[src/hw/ppic_consts.svh]
`ifndef PPIC_CONSTS_SVH
`define PPIC_CONSTS_SVH
// ----------------------------------------------------------------
// register map
// ----------------------------------------------------------------
`define PPIC_ADDR_W 5
`define PPIC_OFF_CTRL 5'h11
`define PPIC_OFF_EVT 5'h12
`define PPIC_CTRL_RST 16'h0108
`define PPIC_CTRL_WMASK 16'hFF1F
// ----------------------------------------------------------------
// control fields
// ----------------------------------------------------------------
`define PPIC_B_CLKOFF 15
`define PPIC_B_PSEN 14
`define PPIC_B_PSM_HI 13
`define PPIC_B_PSM_LO 12
`define PPIC_B_SCRBYP 11
`define PPIC_B_FIFO_HI 9
`define PPIC_B_FIFO_LO 8
`define PPIC_B_COLFD 4
`define PPIC_B_IPOL 3
`define PPIC_B_ITEST 2
`define PPIC_B_IEN 1
`define PPIC_B_IOE 0
// event register: events in 15:8, enables in 7:0
`define PPIC_EVT_EN_HI 7
`define PPIC_EVT_ST_LO 8
// ----------------------------------------------------------------
// timing
// ----------------------------------------------------------------
`define PPIC_CLK_MHZ 200
`define PPIC_NLP_MS 1400
`endif

[src/hw/ppic_pkg.sv]
package ppic_pkg;
  // power-save mode field codes
  typedef enum logic [1:0] {
    PPIC_PSM_NORMAL  = 2'h0,
    PPIC_PSM_RSVD    = 2'h1,
    PPIC_PSM_ACTIVE  = 2'h2,
    PPIC_PSM_PASSIVE = 2'h3
  } ppic_psm_e;
  // sleep state, one-hot
  typedef enum logic [2:0] {
    PPIC_ST_AWAKE   = 3'b001,
    PPIC_ST_ASLEEP  = 3'b010,
    PPIC_ST_PSLEEP  = 3'b100
  } ppic_state_e;
endpackage : ppic_pkg

[src/hw/ppic_ctrl.sv]
// The implementer's own choice: the address-and-strobe port.
`timescale 1ns/1ps
`include "ppic_consts.svh"
// Behaviour
// - bit 15 gates clocks, set only in power-down
// - power-save field acts only with bit 14
// - mode 00 normal, 10 active, 11 passive
// - active sleep sends link pulse each 1.4s
// - sleep modes wake on detected partner
// - bits 9:8 set fifo depth, reset 01
// - bit 4 enables full-duplex collision
// - bit 3 selects interrupt pin polarity
// - test bit forces interrupt continuously
// - bit 1 gates enabled event interrupts
// - bit 0 selects interrupt output or power-down input
// - pending flag latches, cleared by status read
module ppic_ctrl
  import ppic_pkg::*;
#(
  parameter int NEVT = 8,                         // number of event sources
  parameter int NLP_CYCLES = `PPIC_NLP_MS * `PPIC_CLK_MHZ * 1000
) (
  input wire logic i_clk,                         // 200 MHz clock
  input wire logic i_rst,                         // sync reset, high
  input wire logic [`PPIC_ADDR_W-1:0] i_addr,     // register address
  input wire logic [15:0] i_wdata,                // write data
  input wire logic i_wr,                          // write strobe
  input wire logic i_rd,                          // read strobe
  output logic [15:0] o_rdata,                    // read data, next cycle
  input wire logic [NEVT-1:0] i_evt,              // event pulses, same clock
  input wire logic i_ieee_pd,                     // ieee power-down state
  input wire logic i_energy,                      // energy detect, from pin
  input wire logic i_full_duplex,                 // duplex status
  input wire logic i_col_raw,                     // raw collision
  output logic o_col,                             // collision indication
  input wire logic i_irq_powerdown_pin,           // pin level in
  output logic o_irq_powerdown_pin,               // pin level out
  output logic o_irq_powerdown_pin_oe_n,          // low while driving
  output logic o_pin_powerdown,                   // pin requests power-down
  output logic o_clk_off,                         // internal clocks gated
  output logic o_sleep,                           // circuitry powered down
  output logic o_nlp,                             // link pulse request
  output logic o_scr_bypass,                      // scrambler bypass
  output logic [1:0] o_fifo_depth,                // loopback fifo depth
  output logic o_irq_pending                      // latched pending flag
);
  // ----------------------------------------------------------------
  // elaboration checks
  // ----------------------------------------------------------------
  // status and enables share one 16-bit word, so eight sources at most
  if (NEVT < 1 || NEVT > 8) begin : g_nevt_bad
    $error("NEVT must be 1..8");
  end
  // a period below two cycles would leave no gap between link pulses
  if (NLP_CYCLES < 2) begin : g_nlp_bad
    $error("NLP_CYCLES too small");
  end

  // ----------------------------------------------------------------
  // pin synchronisers: three stages, change taken when 2 and 3 agree
  // ----------------------------------------------------------------
  logic [2:0] en_sync_reg, en_sync_next;
  logic [2:0] pin_sync_reg, pin_sync_next;
  logic en_reg, en_next, pin_reg, pin_next;

  always_comb begin
    en_sync_next = {en_sync_reg[1:0], i_energy};
    pin_sync_next = {pin_sync_reg[1:0], i_irq_powerdown_pin};
    en_next = (en_sync_reg[1] == en_sync_reg[2]) ? en_sync_reg[2] : en_reg;
    pin_next = (pin_sync_reg[1] == pin_sync_reg[2]) ? pin_sync_reg[2] : pin_reg;
  end

  // pin idles high through its pull-up, so reset to one
  always_ff @(posedge i_clk) begin
    if (i_rst) begin
      en_sync_reg <= 3'h0;
      pin_sync_reg <= 3'h7;
      en_reg <= 1'b0;
      pin_reg <= 1'b1;
    end else begin
      en_sync_reg <= en_sync_next;
      pin_sync_reg <= pin_sync_next;
      en_reg <= en_next;
      pin_reg <= pin_next;
    end
  end

  // ----------------------------------------------------------------
  // register file
  // ----------------------------------------------------------------
  logic [15:0] ctrl_reg, ctrl_next;
  logic [NEVT-1:0] ev_en_reg, ev_en_next;
  logic [NEVT-1:0] ev_st_reg, ev_st_next;
  logic pend_reg, pend_next;
  logic [15:0] rdata_reg, rdata_next;
  logic [15:0] evt_word;
  logic wr_ctrl, wr_evt, rd_evt, ctrl_ok;

  // strobes decoded per register; unmapped addresses are ignored
  assign wr_ctrl = i_wr && (i_addr == `PPIC_OFF_CTRL);
  assign wr_evt = i_wr && (i_addr == `PPIC_OFF_EVT);
  assign rd_evt = i_rd && (i_addr == `PPIC_OFF_EVT);
  // clock gating accepted only while in ieee power-down
  assign ctrl_ok = !i_wdata[`PPIC_B_CLKOFF] || i_ieee_pd;

  always_comb begin
    evt_word = 16'h0000;
    evt_word[`PPIC_EVT_ST_LO +: NEVT] = ev_st_reg;
    evt_word[NEVT-1:0] = ev_en_reg;
  end

  // next state; a new event wins over the read that clears it
  always_comb begin
    ctrl_next = ctrl_reg;
    ev_en_next = ev_en_reg;
    ev_st_next = ev_st_reg;
    rdata_next = 16'h0000;
    if (wr_ctrl) begin
      ctrl_next = i_wdata & `PPIC_CTRL_WMASK;
      if (!ctrl_ok) ctrl_next[`PPIC_B_CLKOFF] = ctrl_reg[`PPIC_B_CLKOFF];
    end
    if (wr_evt) ev_en_next = i_wdata[NEVT-1:0];
    if (rd_evt) ev_st_next = '0;
    ev_st_next = ev_st_next | (i_evt & ev_en_reg);
    if (i_rd) begin
      case (i_addr)
        `PPIC_OFF_CTRL: rdata_next = ctrl_reg;
        `PPIC_OFF_EVT: rdata_next = evt_word;
        default: rdata_next = 16'h0000;
      endcase
    end
  end

  // pending flag: set by enabled event or test, cleared by status read
  logic src_fire;
  assign src_fire = (ctrl_reg[`PPIC_B_IEN] && |(i_evt & ev_en_reg))
                    || ctrl_reg[`PPIC_B_ITEST];
  always_comb begin
    pend_next = pend_reg;
    if (rd_evt) pend_next = 1'b0;
    if (src_fire) pend_next = 1'b1;
  end

  // register file state, reset to the documented control value
  always_ff @(posedge i_clk) begin
    if (i_rst) begin
      ctrl_reg <= `PPIC_CTRL_RST;
      ev_en_reg <= '0;
      ev_st_reg <= '0;
      pend_reg <= 1'b0;
      rdata_reg <= 16'h0000;
    end else begin
      ctrl_reg <= ctrl_next;
      ev_en_reg <= ev_en_next;
      ev_st_reg <= ev_st_next;
      pend_reg <= pend_next;
      rdata_reg <= rdata_next;
    end
  end

  // ----------------------------------------------------------------
  // sleep state machine
  // ----------------------------------------------------------------
  ppic_state_e st_reg, st_next;
  logic [31:0] nlp_cnt_reg, nlp_cnt_next;
  logic nlp_reg, nlp_next;
  ppic_psm_e psm;
  // mode field read straight from the register, no shadow copy
  assign psm = ppic_psm_e'(ctrl_reg[`PPIC_B_PSM_HI:`PPIC_B_PSM_LO]);

  // leaving on energy; mode bits stay so software sees what was asked
  always_comb begin
    st_next = st_reg;
    nlp_cnt_next = 32'h0000_0000;
    nlp_next = 1'b0;
    case (st_reg)
      PPIC_ST_AWAKE: begin
        if (ctrl_reg[`PPIC_B_PSEN] && !en_reg) begin
          if (psm == PPIC_PSM_ACTIVE) st_next = PPIC_ST_ASLEEP;
          else if (psm == PPIC_PSM_PASSIVE) st_next = PPIC_ST_PSLEEP;
        end
      end
      PPIC_ST_ASLEEP: begin
        if (nlp_cnt_reg == 32'(NLP_CYCLES - 1)) begin
          nlp_next = 1'b1;
        end else begin
          nlp_cnt_next = nlp_cnt_reg + 32'h0000_0001;
        end
        if (en_reg || !ctrl_reg[`PPIC_B_PSEN] || psm != PPIC_PSM_ACTIVE) begin
          st_next = PPIC_ST_AWAKE;
          nlp_next = 1'b0;
          nlp_cnt_next = 32'h0000_0000;
        end
      end
      PPIC_ST_PSLEEP: begin
        if (en_reg || !ctrl_reg[`PPIC_B_PSEN] || psm != PPIC_PSM_PASSIVE) begin
          st_next = PPIC_ST_AWAKE;
        end
      end
      default: st_next = PPIC_ST_AWAKE;
    endcase
  end

  // sleep state and pulse timer registers
  always_ff @(posedge i_clk) begin
    if (i_rst) begin
      st_reg <= PPIC_ST_AWAKE;
      nlp_cnt_reg <= 32'h0000_0000;
      nlp_reg <= 1'b0;
    end else begin
      st_reg <= st_next;
      nlp_cnt_reg <= nlp_cnt_next;
      nlp_reg <= nlp_next;
    end
  end

  // ----------------------------------------------------------------
  // outputs
  // ----------------------------------------------------------------
  logic irq_active, col_reg, pinout_reg;
  assign irq_active = pend_reg || ctrl_reg[`PPIC_B_ITEST];

  // registered data outputs; collision masked in full duplex unless enabled
  always_ff @(posedge i_clk) begin
    if (i_rst) begin
      col_reg <= 1'b0;
      pinout_reg <= 1'b1;
    end else begin
      col_reg <= i_col_raw && (!i_full_duplex || ctrl_reg[`PPIC_B_COLFD]);
      pinout_reg <= ctrl_reg[`PPIC_B_IPOL] ? !irq_active : irq_active;
    end
  end

  // output wiring; data outputs come straight from flops
  assign o_rdata = rdata_reg;
  assign o_col = col_reg;
  assign o_irq_powerdown_pin = pinout_reg;
  assign o_irq_powerdown_pin_oe_n = !ctrl_reg[`PPIC_B_IOE];
  // pin is an active-low power-down request only when not an output
  assign o_pin_powerdown = !ctrl_reg[`PPIC_B_IOE] && !pin_reg;
  assign o_clk_off = ctrl_reg[`PPIC_B_CLKOFF];
  assign o_sleep = (st_reg != PPIC_ST_AWAKE);
  assign o_nlp = nlp_reg;
  assign o_scr_bypass = ctrl_reg[`PPIC_B_SCRBYP];
  assign o_fifo_depth = ctrl_reg[`PPIC_B_FIFO_HI:`PPIC_B_FIFO_LO];
  assign o_irq_pending = pend_reg;

  // ----------------------------------------------------------------
  // assertions
  // ----------------------------------------------------------------
  AST_CLKOFF_GUARD: assert property (@(posedge i_clk) disable iff (i_rst)
    $rose(ctrl_reg[`PPIC_B_CLKOFF]) |-> $past(i_ieee_pd))
    else $error("clock gating set outside power-down");
  AST_PSEN_AWAKE: assert property (@(posedge i_clk) disable iff (i_rst)
    !ctrl_reg[`PPIC_B_PSEN] |=> st_reg == PPIC_ST_AWAKE)
    else $error("asleep with power save disabled");
  AST_RSVD_MODE: assert property (@(posedge i_clk) disable iff (i_rst)
    (st_reg == PPIC_ST_AWAKE && psm == PPIC_PSM_RSVD) |=> st_reg == PPIC_ST_AWAKE)
    else $error("sleep entered on reserved code");
  AST_NLP_ONLY_ACTIVE: assert property (@(posedge i_clk) disable iff (i_rst)
    o_nlp |-> $past(st_reg) == PPIC_ST_ASLEEP)
    else $error("link pulse outside active sleep");
  AST_WAKE: assert property (@(posedge i_clk) disable iff (i_rst)
    (en_reg && st_reg != PPIC_ST_AWAKE) |=> st_reg == PPIC_ST_AWAKE)
    else $error("no wake on energy");
  AST_FIFO_RST: assert property (@(posedge i_clk)
    $past(i_rst) |-> o_fifo_depth == 2'h1)
    else $error("fifo depth reset wrong");
  AST_COL_FD: assert property (@(posedge i_clk) disable iff (i_rst)
    (i_full_duplex && !ctrl_reg[`PPIC_B_COLFD]) |=> !o_col)
    else $error("collision in full duplex");
  AST_POL: assert property (@(posedge i_clk) disable iff (i_rst)
    (!irq_active && ctrl_reg[`PPIC_B_IPOL]) |=> o_irq_powerdown_pin || $changed(irq_active))
    else $error("idle level wrong");
  AST_TEST_IRQ: assert property (@(posedge i_clk) disable iff (i_rst)
    ctrl_reg[`PPIC_B_ITEST] [*2] |-> pend_reg)
    else $error("test interrupt not pending");
  AST_IEN_GATE: assert property (@(posedge i_clk) disable iff (i_rst)
    (!pend_reg && !ctrl_reg[`PPIC_B_IEN] && !ctrl_reg[`PPIC_B_ITEST]) |=> !pend_reg)
    else $error("interrupt while disabled");
  AST_OE: assert property (@(posedge i_clk) disable iff (i_rst)
    o_irq_powerdown_pin_oe_n == !ctrl_reg[`PPIC_B_IOE] && !(o_pin_powerdown && !o_irq_powerdown_pin_oe_n))
    else $error("pin direction wrong");
  AST_READ_CLR: assert property (@(posedge i_clk) disable iff (i_rst)
    (rd_evt && !src_fire) |=> !pend_reg)
    else $error("read did not clear pending");
  AST_SCR: assert property (@(posedge i_clk) disable iff (i_rst)
    (wr_ctrl) |=> o_scr_bypass == $past(i_wdata[`PPIC_B_SCRBYP]))
    else $error("scrambler bypass not written");

  // write path: refused and accepted fields
  AST_CLKOFF_KEEP: assert property (@(posedge i_clk) disable iff (i_rst)
    (wr_ctrl && i_wdata[`PPIC_B_CLKOFF] && !i_ieee_pd) |=> $stable(ctrl_reg[`PPIC_B_CLKOFF]))
    else $error("clock gating changed outside power-down");
  AST_CLKOFF_CLR: assert property (@(posedge i_clk) disable iff (i_rst)
    (wr_ctrl && !i_wdata[`PPIC_B_CLKOFF]) |=> !o_clk_off)
    else $error("clock gating not cleared");
  AST_FIFO_WR: assert property (@(posedge i_clk) disable iff (i_rst)
    wr_ctrl |=> o_fifo_depth == $past(i_wdata[`PPIC_B_FIFO_HI:`PPIC_B_FIFO_LO]))
    else $error("fifo depth not written");
  AST_SCR_KEEP: assert property (@(posedge i_clk) disable iff (i_rst)
    !wr_ctrl |=> $stable(o_scr_bypass))
    else $error("scrambler bypass changed without write");

  // sleep machine: entry, pulse timing, quiet passive mode
  AST_ACTIVE_ENTRY: assert property (@(posedge i_clk) disable iff (i_rst)
    (!o_sleep && ctrl_reg[`PPIC_B_PSEN] && !en_reg && psm == PPIC_PSM_ACTIVE)
    |=> st_reg == PPIC_ST_ASLEEP)
    else $error("active sleep not entered");
  AST_PASSIVE_ENTRY: assert property (@(posedge i_clk) disable iff (i_rst)
    (!o_sleep && ctrl_reg[`PPIC_B_PSEN] && !en_reg && psm == PPIC_PSM_PASSIVE)
    |=> st_reg == PPIC_ST_PSLEEP)
    else $error("passive sleep not entered");
  AST_NLP_EARLY: assert property (@(posedge i_clk) disable iff (i_rst)
    (st_reg == PPIC_ST_ASLEEP && nlp_cnt_reg != 32'(NLP_CYCLES - 1)) |=> !o_nlp)
    else $error("link pulse before period elapsed");
  AST_PSLEEP_QUIET: assert property (@(posedge i_clk) disable iff (i_rst)
    st_reg == PPIC_ST_PSLEEP |=> !o_nlp)
    else $error("link pulse in passive sleep");

  // collision pass, interrupt path and pin levels
  AST_COL_PASS: assert property (@(posedge i_clk) disable iff (i_rst)
    (!i_full_duplex || ctrl_reg[`PPIC_B_COLFD]) |=> o_col == $past(i_col_raw))
    else $error("collision not passed");
  AST_POL_ACTIVE: assert property (@(posedge i_clk) disable iff (i_rst)
    (irq_active && ctrl_reg[`PPIC_B_IPOL]) |=> !o_irq_powerdown_pin)
    else $error("active level wrong");
  AST_POL_INV: assert property (@(posedge i_clk) disable iff (i_rst)
    (irq_active && !ctrl_reg[`PPIC_B_IPOL]) |=> o_irq_powerdown_pin)
    else $error("inverted active level wrong");
  AST_IEN_MASK: assert property (@(posedge i_clk) disable iff (i_rst)
    (!pend_reg && !ctrl_reg[`PPIC_B_ITEST] && !(|(i_evt & ev_en_reg))) |=> !pend_reg)
    else $error("interrupt without enabled event");
  AST_EVT_CLR: assert property (@(posedge i_clk) disable iff (i_rst)
    (rd_evt && !(|(i_evt & ev_en_reg))) |=> ev_st_reg == '0)
    else $error("status read did not clear events");
  AST_PEND_SET: assert property (@(posedge i_clk) disable iff (i_rst)
    src_fire |=> pend_reg)
    else $error("pending flag not set");

  // ----------------------------------------------------------------
  // covers
  // ----------------------------------------------------------------
  COV_ASLEEP: cover property (@(posedge i_clk) st_reg == PPIC_ST_ASLEEP ##1 o_nlp);
  COV_PSLEEP: cover property (@(posedge i_clk) st_reg == PPIC_ST_PSLEEP ##1 st_reg == PPIC_ST_AWAKE);
  COV_IRQ: cover property (@(posedge i_clk) !pend_reg ##1 pend_reg ##[1:20] rd_evt);
  COV_CLKOFF: cover property (@(posedge i_clk) $rose(o_clk_off));
  COV_TEST_IRQ: cover property (@(posedge i_clk) ctrl_reg[`PPIC_B_ITEST] ##1 rd_evt ##1 pend_reg);
endmodule : ppic_ctrl

[config.mk]
export PLATFORM = sky130hd
export DESIGN_NAME = ppic_ctrl
export DESIGN_NICKNAME = d
export VERILOG_FILES = /design/src/hw/ppic_pkg.sv /design/src/hw/ppic_ctrl.sv
export VERILOG_INCLUDE_DIRS = /design/src /design/src/hw
export SDC_FILE = /design/constraint.sdc
export NUM_CORES = 1
export LEC_CHECK = 0
export BUFFER_PORTS_ARGS = -buffer_cell sky130_fd_sc_hd__clkbuf_2
export CAP_MARGIN = 20
export CORE_MARGIN = 4
export CORE_UTILIZATION = 50
export CTS_BUF_LIST = sky130_fd_sc_hd__clkbuf_2 sky130_fd_sc_hd__clkbuf_4 sky130_fd_sc_hd__clkbuf_8
export DETAILED_ROUTE_END_ITERATION = 8
export GPL_TIMING_DRIVEN = 0
export PLACE_DENSITY = 0.73
export SYNTH_ARGS = -nofsm -noshare
export SYNTH_HDL_FRONTEND = slang
export SYNTH_SLANG_ARGS = --single-unit
[constraint.sdc]
create_clock -name i_clk -period 3.2 [get_ports i_clk]
set_input_delay 0.16 -clock i_clk [delete_from_list [all_inputs] [get_ports i_clk]]
set_output_delay 0.16 -clock i_clk [all_outputs]
set_load 0.1 [all_outputs]
=== Word level (Yosys, flattened, before mapping) ===
Cells that the tools add are included.

* Bits in registers: 92
* Input bits: 38

* Mux-type cells: 12
* Bitwise gates (word level): 4
* Add/sub/neg operators: 1
* Reductions and logical operators: 28
* Eq/ne operators: 17

{| class="wikitable"
|+ Operators with widths
! kind !! number
|-
| 32-bit by 1-bit adder with 32-bit output, second input constant || 1
|-
| 32-bit by 29-bit equality test with 1-bit output, second input constant || 1
|-
| 16-bit one-hot mux with 2 select lines || 1
|-
| 3-bit 2-to-1 mux || 5
|-
| 5-bit equality test, second input constant || 2
|-
| 2-bit != test, second input constant || 5
|-
| 3-bit one-hot mux with 3 select lines || 1
|-
| 8-bit bitwise AND || 1
|-
| 8-bit 2-to-1 mux || 1
|-
| 8-bit OR || 1
|-
| 8-bit OR reduction || 1
|-
| 1-bit logical AND || 7
|-
| 1-bit logical NOT || 7
|-
| 1-bit logical OR || 7
|-
| 2-bit equality test, second input constant || 2
|-
| 1-bit 2-to-1 mux || 4
|-
| 4-bit AND reduction || 1
|-
| 4-bit OR reduction || 1
|-
| 3-bit by 1-bit equality test with 1-bit output, second input constant || 1
|-
| 3-bit by 2-bit equality test with 1-bit output, second input constant || 1
|-
| 3-bit equality test, second input constant || 1
|-
| 3-bit by 1-bit != test with 1-bit output, second input constant || 1
|-
| 3-bit != test, second input constant || 1
|-
| 3-bit OR reduction || 1
|-
| other kinds (5) || 7
|}

=== Longest topological paths before layout ===
Gate-level depths: netlist (run 1).

* Depth in word-level cells: 5
* Gate-level depth with buffers: 8
* Depth with buffers taken out: 7

=== Least setup slack after synthesis (run 1) ===
No wires, ideal clock.

* Kind: register to register
* Start point: register nlp_cnt_reg[12]
* End point: register nlp_cnt_reg[28]
* Library setup time: 0.132 ns
* Data arrival time: 1.677 ns
* Clock period less this slack: 1.809 ns
* Buffers on the path: 0
* Setup slack: 1.391 ns
* Cell stages (with the launch flop): 7
* Path through: dfxtp_1 nand4_1 or4_4 or3_1 o211ai_1 o41a_1 a21oi_1

* Cells in the longest elaborated chain, start to end: 2
* Elaborated cells on any way between the ends: 3
* Classes of those cells: add/sub (1); eq/ne (1); reduce/logical (1)

{| class="wikitable"
|+ Ends and longest elaborated chain
! what !! RTL line !! text
|-
| from (decl) || ppic_ctrl.sv:165 || <nowiki>logic [31:0] nlp_cnt_reg, nlp_cnt_next;</nowiki>
|-
| from (signal assigned) || ppic_ctrl.sv:212 || <nowiki>nlp_cnt_reg <= nlp_cnt_next;</nowiki>
|-
| parallel branches: the longest is 2 deep, another holds 32-bit by 1-bit adder with 32-bit output || - ||
|}

Several ways; the timed one is not identified.
A chain may end at the register's enable or synchronous reset.

=== Worst setup path after layout (run 1) ===
* Start point: register nlp_cnt_reg[12]
* End point: register nlp_cnt_reg[24]

The elaborated chain is that of the path after synthesis.

==> results of run 1 <==
[area by class of cell]
type | instances | area (µm²) | area share (%)
clock buffer | 10 | 131 | 3.02
buffer | 20 | 120 | 2.76
multi-input combinational | 312 | 1710 | 39.3
sequential | 92 | 1840 | 42.3
clock inverter | 6 | 70.1 | 1.61
tap | 99 | 124 | 2.84
timing repair buffer | 65 | 335 | 7.70
inverter | 5 | 18.8 | 0.431
[cells by family (layout without fill, tap and decap cells)]
| family | after synthesis | in the layout |
|---|---|---|
| compound gates | 77 | 77 |
| xor+xnor | 19 | 19 |
| fa+ha+maj | 1 | 1 |
| buf+inv | 25 | 106 |
| flops | 92 | 92 |
| mux | 1 | 1 |
| simple gates | 214 | 214 |
[stage by stage]
step | util [%] | hold WS, ns | worst slack, ns | area [µm²]
global route | 60.4 | 0.00817 | 0.858 | 4350
finish | 60.4 | 0.00799 | 1.09 | 4350
CTS | 60.4 | 0.00218 | 1.07 | 4350
detailed placement | 57.3 | 0.347 | 1.12 | 4130
global placement | 57.3 | 0.347 | 1.18 | 4130
floorplan | - | 0.264 | 1.39 | 3690
[worst min-delay path by stage]
stage | start | endpoint | slack, ns | depth (start not counted)
after floorplan | i_irq_powerdown_pin | pin_sync_reg[0]$_SDFF_PP1_ | 0.26 | 1
after global placement | i_irq_powerdown_pin | pin_sync_reg[0]$_SDFF_PP1_ | 0.35 | 2
after detailed placement | i_irq_powerdown_pin | pin_sync_reg[0]$_SDFF_PP1_ | 0.35 | 2
after CTS | i_wdata[8] | ctrl_reg[8]$_SDFFE_PP1P_ | 0.002 | 3
after global routing | i_wdata[11] | ctrl_reg[11]$_SDFFE_PP0P_ | 0.008 | 3
final | i_wdata[8] | ctrl_reg[8]$_SDFFE_PP1P_ | 0.008 | 3
[critical path, cell delays in order (launching register included)]
cell and delay [ns]:
dfxtp_1 0.43, nand4_1 0.12, or4_4 0.51, nor3_2 0.48, o21ai_0 0.19, a21oi_1 0.20
nor2_1 0.06
[layer usage]
metal  share of wire [%]  up-vias  routed length, µm
met5                   0        -                  0
met4                 1.6        0                138
met3                 6.4       18                545
met2                  51      105               4320
met1                  41     1491               3540
li1                    -     1624                  -
[cells in the final DEF (no fill, tap or decap), types with 2 or more instances in the layout]
master         instances
nor2b_1                5
a31oi_1                2
clkinvlp_4             3
nor3_2                 3
a22oi_1               13
and2_1                 2
nor4b_1                2
nand3_1               23
buf_6                  5
nand4_1                7
nor3_1                 9
and3_1                 7
buf_4                  2
clkbuf_8               9
nor3b_1                3
xnor2_1                8
nor2_1                50
nand2_1               71
dfxtp_1               92
nor4_1                 3
or4_4                  2
or3_1                  7
or2_2                  5
dlygate4sd3_1          2
xor2_1                11
inv_1                  5
o21ai_0               13
inv_6                  2
nand3b_1               5
clkbuf_2              63
clkbuf_1              12
nand2b_1               3
a21o_1                 2
a21oi_1               41
[power groups by stage]
stage          Clock [W]  Combinational [W]  Sequential [W]
2_1_floorplan          0          0.0000288         0.00119
6_report        0.000780          0.0000736         0.00115
3_5_place_dp           0          0.0000717         0.00118
5_1_grt         0.000842          0.0000813         0.00116
4_1_cts         0.000796          0.0000738         0.00115
3_3_place_gp           0          0.0000706         0.00118
==> metrics.md, run 1 <==
| Metric | Value |
|---|---|
| Routed via count | `~3,200` |
| Post-Synth XOR/XNOR Area | `around 4.5%` |
| Post-Syn Nets | `roughly 470` |
| Number of max-cap violations | `0` |
| Synth Instances | `roughly 430` |
| WL final | `8540 µm` |
| Primary FF master, synth | `dfxtp_1` |
| Seq pwr share | `a little under three fifths` |
| Leakage | `between 1.5 and 2 nW` |
| Post-CTS Setup Inserts | `0` |
| Post-layout min period | `about 2.1 ns` |
| Layer with the highest usage | `met2` |
| Slew @ Worst Pin | `roughly 0.68 ns` |
| CP max FO | `8` |
| Crit path launch type | `register` |
| Input/output buffers | `63` |
| IO Count | `65` |
| Sinks on Clock Net | `92` |
| Logic pwr share | `roughly 3.7%` |
| Critical Path End | `nlp_cnt_reg[24]$_SDFF_PP0_` |
| Area contributors post-synth | `dfxtp_1 50%, nand2_1 7.2%, a21oi_1 5.6%, nor2_1 5.1%, nand3_1 3.1%` |
| Async SR Flop Fraction | `0%` |
| Share of cells above drive strength 1 | `between 10% and 20%` |
| Global-route wire length before repair | `~14,000 µm` |
| Dpl cells | `around 600` |
| Grt met3 use | `under 10%` |
| Clock share of power | `about 39%` |
| # rows | `31` |
| Max-slew violations | `0` |
| Largest area contributor in the netlist | `dfxtp_1` |
| Initial antenna violation count | `0` |
| Root Driver | `clkbuf_8` |
| Max reg flops | `32` |
| Max Clock Skew | `0.0143 ns` |
| Hold Crit Class | `in -> reg` |
| Vias/cell | `around 5.3` |
| Sw Share | `22.5%` |
| Htree depth | `3` |
| Reg2Reg Setup Slack | `1.09 ns` |
| Reg-to-Reg Start | `nlp_cnt_reg[12]$_SDFF_PP0_` |
| Num CTS Buffers | `9` |
| Hold Fails Final Rpt | `0` |
| Ys Warns | `0` |
| CTS tree | `done` |
| Post-DP HPWL | `between 6000 and 7000 µm` |
| #FFs+latches synth | `92` |
| Simple-Gate Fraction of Synth Area | `29.3%` |
| Die H | `between 90 and 100 µm` |
| Crit path arrival time | `around 2.3 ns` |
| Slew margin rel. | `54.6%` |
| Final period util | `roughly 66%` |
| R2R Path End | `nlp_cnt_reg[24]$_SDFF_PP0_` |
| DR WL/cell | `between 10 and 15 µm` |
| Die width | `approximately 94 µm` |
| Syn avg cell area | `about 8.6 µm²` |
| Adder-cell share of the synthesized area | `less than 1%` |
| Nets | `around 540` |
| Largest family of logic cells by synthesized area | `simple AND/OR/NAND/NOR gates` |
| Core area | `between 0.007 and 0.008 mm²` |
| Mux cell area share after synthesis | `0.271%` |
| RSZ-0062 raised after global routing | `false` |
| Crit. End Element | `register` |
| Sw power | `0.000452 W` |
| R2r worst-path depth | `6` |
| Number of synthesized flops with an enable pin | `0` |
| Drt drc | `0` |
| Final setup viols | `0` |
| Post-Syn Area | `0.00369 mm²` |
| Total power | `0.00201 W` |
| Critical Path RT | `about 3.4 ns` |
| Worst-Skew Late Latency | `~0.36 ns` |
| Post-synth top area share | `around 50%` |
| Initial Utilization | `51.2%` |
| Overflow left after global routing | `0` |
| Die area | `between 0.008 and 0.009 mm²` |
| Post-CTS resize count | `0` |
| Hold-fix buffers, CTS | `2` |
| Largest net degree at the start of global routing | `17` |
| Cell variety after synth | `45` |
| Post-route non-filler standard cell count | `609` |
| Cell Pwr Density | `between 400 and 500 mW/mm²` |
| DRT iter0 DRCs | `around 190` |
| Vias in the first global route | `3,200` |
| Most common library cells after synthesis | `92 x dfxtp_1, 71 x nand2_1, 50 x nor2_1` |
| Fillers | `679` |
| CP startpoint | `nlp_cnt_reg[12]$_SDFF_PP0_` |
| Most numerous cell in the Yosys netlist | `dfxtp_1` |
| Area delta synth->final | `17.9%` |
| Clock transition at path regs | `0.09 ns` |
| Maximum vdd drop | `roughly 320 µV` |
| Critical setup path kind | `reg -> reg` |
| Compound-cell area share of the yosys netlist | `12.0%` |
| Drt pass-1 iters | `5` |
| # diodes | `0` |
| Post-route ant nets | `0` |
| TNS Setup | `0 ns` |
| Met1 GRT Util | `24.8%` |
| Internal power | `about 0.0016 W` |
| Tot GR Track Use | `between 20% and 30%` |
| Met2 Usage GRT | `35.5%` |
| Deepest clock path buffer count | `2` |
| Seq/Total Area, Yosys | `between 40 and 50%` |
| FMAX | `474 MHz` |
| Status | `finished clean` |
| Gp weighted congestion | `~0.87` |
No activity file was read; power rests on OpenSTA's default activity.
==> inputs of run 2 (changes only) <==
--- a/config.mk
+++ b/config.mk
@@ -13,7 +13,7 @@
 export CTS_BUF_LIST = sky130_fd_sc_hd__clkbuf_2 sky130_fd_sc_hd__clkbuf_4 sky130_fd_sc_hd__clkbuf_8
 export DETAILED_ROUTE_END_ITERATION = 8
 export GPL_TIMING_DRIVEN = 0
-export PLACE_DENSITY = 0.73
+export PLACE_DENSITY = 0.75
 export SYNTH_ARGS = -nofsm -noshare
 export SYNTH_HDL_FRONTEND = slang
 export SYNTH_SLANG_ARGS = --single-unit
==> constraint.sdc (replaced) <==
create_clock -name i_clk -period 1.7 [get_ports i_clk]
set_input_delay 0.085 -clock i_clk [delete_from_list [all_inputs] [get_ports i_clk]]
set_output_delay 0.085 -clock i_clk [all_outputs]
set_load 0.1 [all_outputs]
==> run 2 against run 1 <==
Via count increased by 12%. Register-to-register slack got worse by 1.3 ns. Global-route usage is 2.2 points higher. First-iteration DRC count increased by 34%. The run now ends with setup timing left. Hold slack got worse by 0.0035 ns. Clock power up 110%. Combinational power grew 140%. Final cell count grew 7.7%. Sequential power up 87%. Die area did not move. Routed wire length up 24%.
==> metrics.md, run 2 (synthesis results as in run 1) <==
| Metric | Value |
|---|---|
| Status | `finished with violations (was finished clean)` |
| Failing checks | `setup timing` |
| Layout Utilization | `71.3% (was 60.4%)` |
| Crit path launch type | `register (unchanged)` |
| IO Count | `65 (unchanged)` |
| Tot GR Track Use | `22.6% (was 20.4%)` |
| Reg-to-Reg Start | `nlp_cnt_reg[19]$_SDFF_PP0_ (was nlp_cnt_reg[12]$_SDFF_PP0_)` |
| Crit path arrival time | `2.20 ns (was 2.34 ns)` |
| Overflow left after global routing | `0 (unchanged)` |
| Internal power | `0.00308 W (was 0.00155 W)` |
| Post-route ant nets | `0 (unchanged)` |
| Worst-Skew Late Latency | `0.37 ns (was 0.36 ns)` |
| Leakage | `1.91 nW (was 1.53 nW)` |
| Slew margin rel. | `63.0% (was 54.6%)` |
| DRT iter0 DRCs | `250 (was 187)` |
| Clock transition at path regs | `0.10 ns (was 0.09 ns)` |
| Final period util | `115% (was 65.9%)` |
| Nets | `592 (was 544)` |
| Global-route wire length before repair | `15,800 µm (was 14,400 µm)` |
| DR WL/cell | `16.2 µm (was 14.0 µm)` |
| DP Worst Slack | `-0.329 ns (was 1.12 ns)` |
| CP startpoint | `nlp_cnt_reg[19]$_SDFF_PP0_ (was nlp_cnt_reg[12]$_SDFF_PP0_)` |
| Final WS setup | `-0.250 ns (was 1.09 ns)` |
| Share of cells above drive strength 1 | `35.9% (was 19.8%)` |
| Input/output buffers | `63 (unchanged)` |
| Die width | `94.0 µm (unchanged)` |
| Root Driver | `clkbuf_8 (unchanged)` |
| Maximum vdd drop | `626 µV (was 320 µV)` |
| RSZ-0062 raised after global routing | `true (was false)` |
| Num CTS Buffers | `9 (unchanged)` |
| Critical setup path kind | `reg -> reg (unchanged)` |
| Gp weighted congestion | `0.868 (was 0.874)` |
| Cell Pwr Density | `773 mW/mm² (was 461 mW/mm²)` |
| Largest net degree at the start of global routing | `16 (was 17)` |
| Critical path's slowest cell | `nor4_1 (was or4_4)` |
| Hold path startpoint | `i_evt[5] (was i_wdata[8])` |
| Max-slew violations | `0 (unchanged)` |
| Total power | `0.00398 W (was 0.00201 W)` |
| # rows | `31 (unchanged)` |
| TNS Setup | `-3.75 ns (was 0 ns)` |
| Drt pass-1 iters | `6 (was 5)` |
| Hold Fails Final Rpt | `0 (unchanged)` |
| Vias in the first global route | `3,495 (was 3,200)` |
| Logic pwr share | `4.4% (was 3.7%)` |
| CP cell instances | `nor4_1 > nand2_2 > or3_4 > o211ai_1 > o41a_1 > a21oi_1 (was nand4_1 > or4_4 > nor3_2 > o21ai_0 > a21oi_1 > nor2_1)` |
| Sinks on Clock Net | `92 (unchanged)` |
| Die area | `0.00883 mm² (unchanged)` |
| Hold Crit Class | `in -> reg (unchanged)` |
| FMAX | `513 MHz (was 474 MHz)` |
| Max reg flops | `32 (unchanged)` |
| Critical Path RT | `1.95 ns (was 3.43 ns)` |
| CTS tree | `done (unchanged)` |
| Initial Utilization | `51.2% (unchanged)` |
| Post-route cell area | `0.00515 mm² (was 0.00435 mm²)` |
| Most frequent cells in the layout | `67 x nand2_1, 67 x dfxtp_1, 63 x clkbuf_2, 39 x a21oi_1, 35 x nor2_1 (was 92 x dfxtp_1, 71 x nand2_1, 63 x clkbuf_2, 50 x nor2_1, 41 x a21oi_1)` |
| Htree depth | `3 (unchanged)` |
| CP max FO | `5 (was 8)` |
| # diodes | `0 (unchanged)` |
| Vias/cell | `5.54 (was 5.32)` |
| Routed via count | `3,636 (was 3,238)` |
| Seq pwr share | `54.1% (was 57.5%)` |
| Instance area at placement | `0.00415 mm² (was 0.00413 mm²)` |
| Die H | `94.0 µm (unchanged)` |
| Area delta synth->final | `39.4% (was 17.9%)` |
| Deepest clock path buffer count | `2 (unchanged)` |
| Max Clock Skew | `0.0128 ns (was 0.0143 ns)` |
| Initial antenna violation count | `0 (unchanged)` |
| Post-layout min period | `1.95 ns (was 2.11 ns)` |
| Number of max-cap violations | `0 (unchanged)` |
| Slowest stage delay, CP | `0.45 ns (was 0.51 ns)` |
| Sw power | `0.000899 W (was 0.000452 W)` |
| Final setup viols | `28 (was 0)` |
| WL final | `10,600 µm (was 8540 µm)` |
| Clock share of power | `41.5% (was 38.8%)` |
| Slew @ Worst Pin | `0.557 ns (was 0.677 ns)` |
| Core area | `0.00721 mm² (unchanged)` |
| Sw Share | `22.6% (was 22.5%)` |
| Crit. End Element | `register (unchanged)` |
| Post-DP HPWL | `6360 µm (was 6270 µm)` |
| Drt drc | `0 (unchanged)` |
run 2: cell count changes in the layout (fill, tap and decap cells not counted), sizes merged:
cell and change:
buf +29, clkinvlp -2, bufinv +1, dlygate4sd3 +21, clkbuf -2
run 2: critical path: cells and delay by family (launching register included):
family / cells / cell delay [ns]
AND/OR/NAND/NOR: 3 / 1.09
AO/OA/AOI/OAI: 3 / 0.37
flip-flops: 1 / 0.37
run 2: power groups by stage:
stage	clock network, W	registers, W	logic [W]
6_report	0.00165	0.00215	0.000174
5_1_grt	0.00174	0.00216	0.000190
4_1_cts	0.00165	0.00216	0.000173
3_5_place_dp	0	0.00222	0.000133
3_3_place_gp	0	0.00222	0.000132
2_1_floorplan	0	0.00224	0.0000542
run 2: layer usage:
| metal | GRT usage (%) | up-vias | routed length, µm |
|---|---|---|---|
| met5 | 0 | - | 0 |
| met1 | 25.7 | 1706 | 4070 |
| met4 | 7.94 | 0 | 313 |
| met2 | 40.6 | 158 | 5620 |
| met3 | 5.85 | 34 | 597 |
| li1 | - | 1738 | - |
run 2: metrics by stage:
stage	hold WS, ns	instances
3_5_place_dp	0.275	591
5_1_grt	0.00553	656
3_3_place_gp	0.272	591
4_1_cts	0.00271	642
6_report	0.00448	656
2_1_floorplan	0.189	429
run 2: final cells by class:
class / instances / area (µm²)
Fill cell: 521 / 2070
Multi-Input combinational cell: 312 / 1970
Sequential cell: 92 / 1900
Timing Repair Buffer: 115 / 806
Clock buffer: 10 / 131
Tap cell: 99 / 124
Buffer: 18 / 114
Clock inverter: 5 / 85.1
Inverter: 5 / 18.8
run 2: worst paths after layout:
check	slack, ns	endpoint	cells after the start
max	-0.25	nlp_cnt_reg[28]$_SDFF_PP0_	6
min	0.004	ev_st_reg[5]$_SDFF_PP0_	3
max reg2reg	-0.25	nlp_cnt_reg[28]$_SDFF_PP0_	6
min reg2reg	0.42	pin_sync_reg[1]$_SDFF_PP1_	1
run 2: repair_timing:
action / CTS / global route
endpoints found under the setup margin: 32 / 35
hold buffers: 23 / 0
gates cloned: 1 / 0
pin swaps: 18 / 23
hold endpoints to repair: 27 / 0
buffers inserted: 14 / 15
gates resized for setup: 59 / 50
